===== src/design/pao_pkg.sv =====
// Constants shared by the converter output port design.
// Assumes a 100 MHz system clock and a sampled conversion clock pin.
package pao_pkg;

  localparam int unsigned WORD_W          = 14;
  localparam int unsigned PIPE_LATENCY    = 13;
  localparam int unsigned TRIM_CYCLES     = 272800;
  localparam int unsigned FLUSH_CYCLES    = 13;
  localparam int unsigned SAMPLE_IN_W     = 16;
  localparam logic [13:0] CODE_NEG_FULL   = 14'h2000;
  localparam logic [13:0] CODE_POS_FULL   = 14'h1fff;
  localparam logic [13:0] WORD_RESET      = 14'h0000;
  localparam logic [4:0]  PIN_RESET       = 5'h02; // Sync reset: read enable idle high
  localparam int unsigned CNT_W           = 20;

  typedef enum logic [1:0] {
    PAO_ST_RESET = 2'b00,
    PAO_ST_FLUSH = 2'b01,
    PAO_ST_RUN   = 2'b11,
    PAO_ST_TRIM  = 2'b10
  } pao_state_t;

endpackage


===== src/design/pao_sync.sv =====
// Two-flop synchroniser for a group of pin inputs.
// Assumes inputs come from outside the system clock domain.
`timescale 1ns/10ps
`default_nettype none
module pao_sync #(
  parameter int unsigned  W       = 1,
  parameter logic [W-1:0] RST_VAL = '0
) (
  input  wire logic         i_sys_clk,
  input  wire logic         i_rst_n,
  input  wire logic [W-1:0] i_async,
  output logic      [W-1:0] o_sync
);

  logic [W-1:0] meta_q;
  logic [W-1:0] sync_q;

  // Two stages; first stage feeds only the second
  always_ff @(posedge i_sys_clk or negedge i_rst_n) begin
    if (!i_rst_n) begin
      meta_q <= RST_VAL;
      sync_q <= RST_VAL;
    end else begin
      meta_q <= i_async;
      sync_q <= meta_q;
    end
  end

  assign o_sync = sync_q;

endmodule
`default_nettype wire


===== src/design/pao_top.sv =====
// Digital output port of a pipelined converter: sample, pipeline, drive.
// Assumes conversion clock and controls arrive as pins; sample data is
// presented by the analog front end as a wide signed value on i_sample_raw.
`timescale 1ns/10ps
`default_nettype none
// Operation
// - Output word is 14-bit signed
// - Positive input gives positive code
// - Below range saturates to most negative
// - Above range saturates to most positive
// - One output word per conversion clock
// - Sample captured on conversion clock fall
// - Result appears thirteen cycles after sample
// - Words undefined during reset or trim
// - Drive data only while read enable low
// - Sleep low stops conversion, low power
// - Trim ends after fixed clock count
// - Thirteen words after reset/trim discarded
// - Valid strobe low when data valid
module pao_top #(
  parameter int unsigned TRIM_COUNT  = pao_pkg::TRIM_CYCLES,
  parameter int unsigned LATENCY     = pao_pkg::PIPE_LATENCY
) (
  input  wire logic                             i_sys_clk,
  input  wire logic                             i_rst_n,
  input  wire logic                             i_conv_clk,
  input  wire logic                             i_conv_reset,
  input  wire logic                             i_trim_req,
  input  wire logic                             i_read_en_n,
  input  wire logic                             i_sleep_n,
  input  wire logic signed [pao_pkg::SAMPLE_IN_W-1:0] i_sample_raw,
  output logic             [pao_pkg::WORD_W-1:0]      o_sample_word_out,
  output logic             [pao_pkg::WORD_W-1:0]      o_sample_word_oe,
  output logic                                  o_word_valid_n,
  output logic                                  o_trim_busy
);

  localparam int unsigned W  = pao_pkg::WORD_W;
  localparam int unsigned SW = pao_pkg::SAMPLE_IN_W;
  localparam int unsigned CW = pao_pkg::CNT_W;

  // Synchronised control pins
  logic [4:0] pins_s;
  logic       clk_s;
  logic       rst_s;
  logic       trim_s;
  logic       rd_n_s;
  logic       sleep_n_s;

  // Read enable resets to its idle high level so the bus stays off until the
  // pin is seen; sleep resets low so the mode logic waits in reset meanwhile
  pao_sync #(
    .W       (5),
    .RST_VAL (pao_pkg::PIN_RESET)
  ) u_sync (
    .i_sys_clk (i_sys_clk),
    .i_rst_n   (i_rst_n),
    .i_async   ({i_conv_clk, i_conv_reset, i_trim_req, i_read_en_n, i_sleep_n}),
    .o_sync    (pins_s)
  );

  assign {clk_s, rst_s, trim_s, rd_n_s, sleep_n_s} = pins_s;

  // State registers
  logic                         clk_prev_q;
  logic                         clk_prev_d;
  logic                         trim_prev_q;
  logic                         trim_prev_d;
  pao_pkg::pao_state_t          st_q;
  pao_pkg::pao_state_t          st_d;
  logic [pao_pkg::CNT_W-1:0]    cnt_q;
  logic [pao_pkg::CNT_W-1:0]    cnt_d;
  logic [W-1:0]                 pipe_q [LATENCY];
  logic [W-1:0]                 pipe_d [LATENCY];
  logic [LATENCY-1:0]           vld_q;
  logic [LATENCY-1:0]           vld_d;
  logic [W-1:0]                 word_q;
  logic [W-1:0]                 word_d;
  logic [W-1:0]                 oe_q;
  logic [W-1:0]                 oe_d;
  logic                         valid_n_q;
  logic                         valid_n_d;
  logic                         busy_q;
  logic                         busy_d;

  // Combinational helpers
  logic                         fall;
  logic                         trim_rise;
  logic                         running;
  logic                         running_nx;
  logic [W-1:0]                 sat_word;

  // Edge detectors and mode decode
  assign fall       = clk_prev_q & ~clk_s;
  assign trim_rise  = trim_s & ~trim_prev_q;
  assign running    = (st_q == pao_pkg::PAO_ST_RUN) || (st_q == pao_pkg::PAO_ST_FLUSH);
  assign running_nx = (st_d == pao_pkg::PAO_ST_RUN) || (st_d == pao_pkg::PAO_ST_FLUSH);

  // Saturating conversion of the front-end value to signed 14 bits
  always_comb begin
    if (i_sample_raw < $signed({{(SW-W+1){1'b1}}, {(W-1){1'b0}}})) begin
      sat_word = pao_pkg::CODE_NEG_FULL;
    end else if (i_sample_raw > $signed({{(SW-W+1){1'b0}}, {(W-1){1'b1}}})) begin
      sat_word = pao_pkg::CODE_POS_FULL;
    end else begin
      sat_word = i_sample_raw[W-1:0];
    end
  end

  // Mode sequencing: reset, flush, run; trim returns to flush
  always_comb begin
    st_d        = st_q;
    cnt_d       = cnt_q;
    clk_prev_d  = clk_s;
    trim_prev_d = trim_s;
    if (!sleep_n_s || rst_s) begin
      st_d  = pao_pkg::PAO_ST_RESET;
      cnt_d = '0;
    end else begin
      unique case (st_q)
        pao_pkg::PAO_ST_RESET: begin
          st_d  = pao_pkg::PAO_ST_FLUSH;
          cnt_d = '0;
        end
        pao_pkg::PAO_ST_FLUSH: begin
          if (trim_rise) begin
            st_d  = pao_pkg::PAO_ST_TRIM;
            cnt_d = '0;
          end else if (fall) begin
            if (cnt_q == CW'(pao_pkg::FLUSH_CYCLES - 1)) begin
              st_d = pao_pkg::PAO_ST_RUN;
            end else begin
              cnt_d = cnt_q + CW'(1);
            end
          end
        end
        pao_pkg::PAO_ST_RUN: begin
          if (trim_rise) begin
            st_d  = pao_pkg::PAO_ST_TRIM;
            cnt_d = '0;
          end
        end
        pao_pkg::PAO_ST_TRIM: begin
          if (fall) begin
            if (cnt_q == CW'(TRIM_COUNT - 1)) begin
              st_d  = pao_pkg::PAO_ST_FLUSH;
              cnt_d = '0;
            end else begin
              cnt_d = cnt_q + CW'(1);
            end
          end
        end
      endcase
    end
  end

  // Sample pipeline and output drive
  always_comb begin
    pipe_d    = pipe_q;
    vld_d     = vld_q;
    word_d    = word_q;
    valid_n_d = valid_n_q;
    busy_d    = (st_d == pao_pkg::PAO_ST_TRIM);
    oe_d      = rd_n_s ? '0 : '1;
    if (fall && running) begin
      pipe_d[0] = sat_word;
      vld_d[0]  = (st_q == pao_pkg::PAO_ST_RUN) || (st_q == pao_pkg::PAO_ST_FLUSH);
      for (int i = 1; i < LATENCY; i++) begin
        pipe_d[i] = pipe_q[i-1];
        vld_d[i]  = vld_q[i-1];
      end
      word_d    = pipe_q[LATENCY-1];
      valid_n_d = ~vld_q[LATENCY-1];
    end
    // Leaving run or flush: drop valids at once so strobe never overlaps busy
    if (!running_nx) begin
      vld_d     = '0;
      valid_n_d = 1'b1;
    end
  end

  // Register update
  always_ff @(posedge i_sys_clk or negedge i_rst_n) begin
    if (!i_rst_n) begin
      clk_prev_q  <= 1'b0;
      trim_prev_q <= 1'b0;
      st_q        <= pao_pkg::PAO_ST_RESET;
      cnt_q       <= '0;
      vld_q       <= '0;
      word_q      <= pao_pkg::WORD_RESET;
      oe_q        <= '0;
      valid_n_q   <= 1'b1;
      busy_q      <= 1'b0;
      for (int i = 0; i < LATENCY; i++) begin
        pipe_q[i] <= pao_pkg::WORD_RESET;
      end
    end else begin
      clk_prev_q  <= clk_prev_d;
      trim_prev_q <= trim_prev_d;
      st_q        <= st_d;
      cnt_q       <= cnt_d;
      vld_q       <= vld_d;
      word_q      <= word_d;
      oe_q        <= oe_d;
      valid_n_q   <= valid_n_d;
      busy_q      <= busy_d;
      pipe_q      <= pipe_d;
    end
  end

  // Ports straight from flops
  assign o_sample_word_out = word_q;
  assign o_sample_word_oe  = oe_q;
  assign o_word_valid_n    = valid_n_q;
  assign o_trim_busy       = busy_q;

endmodule
`default_nettype wire


===== config.mk =====
export PLATFORM = sky130hd
export DESIGN_NAME = pao_top
export DESIGN_NICKNAME = d
export VERILOG_FILES = /design/src/design/pao_pkg.sv /design/src/design/pao_sync.sv /design/src/design/pao_top.sv
export SDC_FILE = /design/constraint.sdc
export NUM_CORES = 1
export LEC_CHECK = 0
export ABC_CLOCK_PERIOD_IN_PS = 2500
export BUFFER_PORTS_ARGS = -buffer_cell sky130_fd_sc_hd__buf_4
export CORE_AREA = 5 5 169 187
export CTS_CLUSTER_DIAMETER = 200
export DETAILED_ROUTE_END_ITERATION = 6
export DIE_AREA = 0 0 174 192
export GPL_TIMING_DRIVEN = 1
export PLACE_DENSITY = 0.61
export SETUP_SLACK_MARGIN = 0.2
export SYNTH_ARGS = -nofsm -noshare
export SYNTH_HDL_FRONTEND = slang
export SYNTH_SLANG_ARGS = --single-unit

===== constraint.sdc =====
create_clock -name i_sys_clk -period 2.5 [get_ports i_sys_clk]
set_input_delay 0.25 -clock i_sys_clk [delete_from_list [all_inputs] [get_ports i_sys_clk]]
set_output_delay 0.25 -clock i_sys_clk [all_outputs]
set_load 0.03 [all_outputs]

==> results.sh <==
export IMPL_initial_utilization_pct=34.5
export IMPL_gp_congestion=0.808
export IMPL_place_hpwl_um=11200
export IMPL_final_util_pct=40.7
export IMPL_ys_warn_count=0
export IMPL_seq_area_frac_synth_pct=60.8
export IMPL_synthAdderAreaFrac_pct=0.741
export IMPL_regArea_um2=6160
export IMPL_setup_viol=0
export IMPL_fin_nets=1210
export IMPL_synth_edf_count=0
export IMPL_grt_overflow=0
export IMPL_dr_first_iter_drc_count=475
export IMPL_maxSlewViolCount=0
export IMPL_synth_compound_area_share_pct=5.26
export IMPL_crit_required_ns=2.91
export IMPL_die_x_um=174
export IMPL_rr_worst_depth=6
export IMPL_muxShareOfSynthArea_pct=0.111
export IMPL_root_buffer="clkbuf_16"
export IMPL_pin_count=53
export IMPL_grt_pass1_wl_um=33600
export IMPL_grt_max_degree=81
export IMPL_core_um2=29400
export IMPL_rsz0062_at_grt="false"
export IMPL_h_tree_depth=1
export IMPL_syn2layout_area_growth_pct=18.2
export IMPL_num_rows=66
export IMPL_num_antenna_cells=0
export IMPL_cts_tree="done"
export IMPL_setup_slack_ns=0.324
export IMPL_viasPerCell=4.56
export IMPL_crit_type="flop to flop"
export IMPL_p_per_area_nw_per_um2=766
export IMPL_num_vias=7192
export IMPL_final_hold_viol_count=0
export IMPL_clock_latency_ns=0.53
export IMPL_synth_xor_area_share_pct=0
export IMPL_end_kind="flop"
export IMPL_netlist_instances=1144
export IMPL_tns_ns=0
export IMPL_cts_path_max_buffers=3
export IMPL_fmax_mhz=460
export IMPL_dieArea_um2=33400
export IMPL_syn_area_um2=10100
export IMPL_peakVddDrop_mv=0.436
export IMPL_synthDistinctLibCells=49
export IMPL_holdPathStages=3
export IMPL_io_buffers=52
export IMPL_outcome="completed"
export IMPL_period_minus_slack_ns=2.18
export IMPL_synthSimpleGateAreaFrac_pct=29.2
export IMPL_hold_ws_ns=0.0267
export IMPL_worstPathArrival_ns=2.59
export IMPL_drive_above_1_share_pct=12.1
export IMPL_final_common_cell="nand2_1"
export IMPL_post_place_ws_ns=0.260
export IMPL_grt_pass1_vias=6988
export IMPL_cts_sinks=246
export IMPL_multi_input_area_um2=3620
export IMPL_relSlewSlack_pct=57.5
export IMPL_cap_violations=0
export IMPL_p_leak_nw=6.32
export IMPL_hold_path_class="input port to flop"
export IMPL_antenna_found_initial=0
export IMPL_cts_buffers=27
export IMPL_firstDrtPassIters=5
export IMPL_cts_clk_slew_worst_paths_ns=0.06
export IMPL_worstMarginPinSlew_ns=0.632
export IMPL_synth_area_per_cell_um2=8.86
export IMPL_ys_async_sr_fraction_pct=100
export IMPL_post_drt_wl_per_cell_um=12.0
export IMPL_fin_crit_sh_pct=87.0
export IMPL_ys_ff_latch=246
export IMPL_drc=0
export IMPL_syn_nets=1173
export IMPL_track_usage_pct=11.5
export IMPL_routed_wirelength_um=18900
export IMPL_final_setup_skew_ns=0.0212
export IMPL_ant_nets=0
export IMPL_synth_top_flop_cell="dfrtp_1"
export IMPL_synth_top_family_by_area="simple AND/OR/NAND/NOR gates"
export IMPL_fp_dieH_um=192
export IMPL_final_cell_mix="nand2_1, dfrtp_1, buf_4"
export IMPL_fillers=2953
export IMPL_cp_max_fo=14
export IMPL_cp_start_kind="flop"
[cells in the mapped netlist (2+ instances only)]
| master | number | area (µm²) |
|---|---|---|
| or2_0 | 4 | 25.0 |
| a22o_1 | 3 | 26.3 |
| a221o_1 | 12 | 120 |
| nor2_1 | 39 | 146 |
| nor4_2 | 2 | 25.0 |
| inv_1 | 8 | 30.0 |
| a21o_1 | 2 | 15.0 |
| nand4_1 | 7 | 43.8 |
| nor4_1 | 3 | 18.8 |
| clkbuf_1 | 49 | 184 |
| nand3_1 | 17 | 85.1 |
| buf_6 | 4 | 45.0 |
| o211ai_1 | 6 | 45.0 |
| nor2b_1 | 4 | 25.0 |
| a21oi_1 | 13 | 65.1 |
| and3_1 | 13 | 81.3 |
| ha_1 | 6 | 75.1 |
| buf_4 | 15 | 113 |
| nor3_1 | 5 | 25.0 |
| buf_1 | 2 | 7.51 |
| buf_2 | 3 | 15.0 |
| dfrtp_1 | 243 | 6080 |
| o21ai_0 | 34 | 170 |
| nand2b_1 | 4 | 25.0 |
| nand2_1 | 617 | 2320 |
| o21ai_1 | 3 | 15.0 |
| or4_1 | 2 | 15.0 |
| dfstp_2 | 3 | 78.8 |
[registers in the layout, summed over array words and instances, names as in the netlist]
signal / flops
cnt_q: 20
o_sample_word_out: 14
clk_prev_q: 1
pipe_q: 182
o_sample_word_oe: 1
u_sync.o_sync: 5
st_q: 2
vld_q: 13
o_trim_busy: 1
o_word_valid_n: 1
trim_prev_q: 1
u_sync.meta_q: 5
[metal layers]
layer / track usage (%) / wire, µm
met1: 16.2 / 9210
met3: 1.75 / 702
met5: 0 / 0
met2: 18.7 / 8630
met4: 3.05 / 359
[per-stage QoR]
step / instance area [µm²] / instances / total power, mW
2_1_floorplan: 10100 / 1144 / 4.93
3_3_place_gp: 10900 / 1518 / 5.16
3_5_place_dp: 10900 / 1518 / 5.18
4_1_cts: 11900 / 1574 / 9.33
5_1_grt: 12000 / 1576 / 9.65
6_report: 12000 / 1576 / 9.18
[critical path, stage by stage (launching register included)]
cell      delay, ns
dfrtp_1        0.54
nand3_1        0.21
a2111o_1       0.49
o211ai_4       0.24
nor3_2         0.06
buf_4          0.20
a221o_1        0.33
[path summary, 6_finish.rpt]
path / from / end / slack [ns]
hold reg to reg: u_sync.meta_q[3]$_DFF_PN0_ / u_sync.o_sync[3]$_DFF_PN0_ / 0.35
max in group asynchronous: i_rst_n / pipe_q[7]$_DFFE_PN0P_ / 1.42
setup reg to reg: cnt_q[11]$_DFFE_PN0P_ / cnt_q[6]$_DFFE_PN0P_ / 0.32
setup / recovery: cnt_q[11]$_DFFE_PN0P_ / cnt_q[6]$_DFFE_PN0P_ / 0.32
hold / removal: i_sample_raw[11] / pipe_q[179]$_DFFE_PN0P_ / 0.03
min in group asynchronous: i_rst_n / o_sample_word_out[0]$_DFFE_PN0P_ / 0.30
[logic make-up (layout without fill, tap and decap cells)]
logic type | count (synthesis) | in the layout
and+or+nand+nor | 729 | 729
adders and majority gates | 6 | 6
muxes | 1 | 1
AOI/OAI and AO/OA | 80 | 80
DFF | 246 | 246
buffers and inverters | 82 | 140
[power by group]
part / internal [mW] / switching [mW] / total (mW)
sequential: 4.33 / 0.175 / 4.51
clock: 2.50 / 1.57 / 4.07
combinational: 0.226 / 0.369 / 0.596
[final cells by class]
class	count	share of cell area (%)
clock buffers	36	6.51
inverters	9	0.282
clock inverters	14	1.33
repair buffers	81	6.31
well taps	374	3.91
flip-flops and latches	246	51.4
multi-input cells	816	30.2
[timing repair]
item                                    CTS  global route
gates resized for setup                   0             6
setup buffers                             0             2
endpoints found under the setup margin    0            28
endpoints found under the hold margin    75             0
hold buffers                              6             0
(Power assumes the default switching activity.)
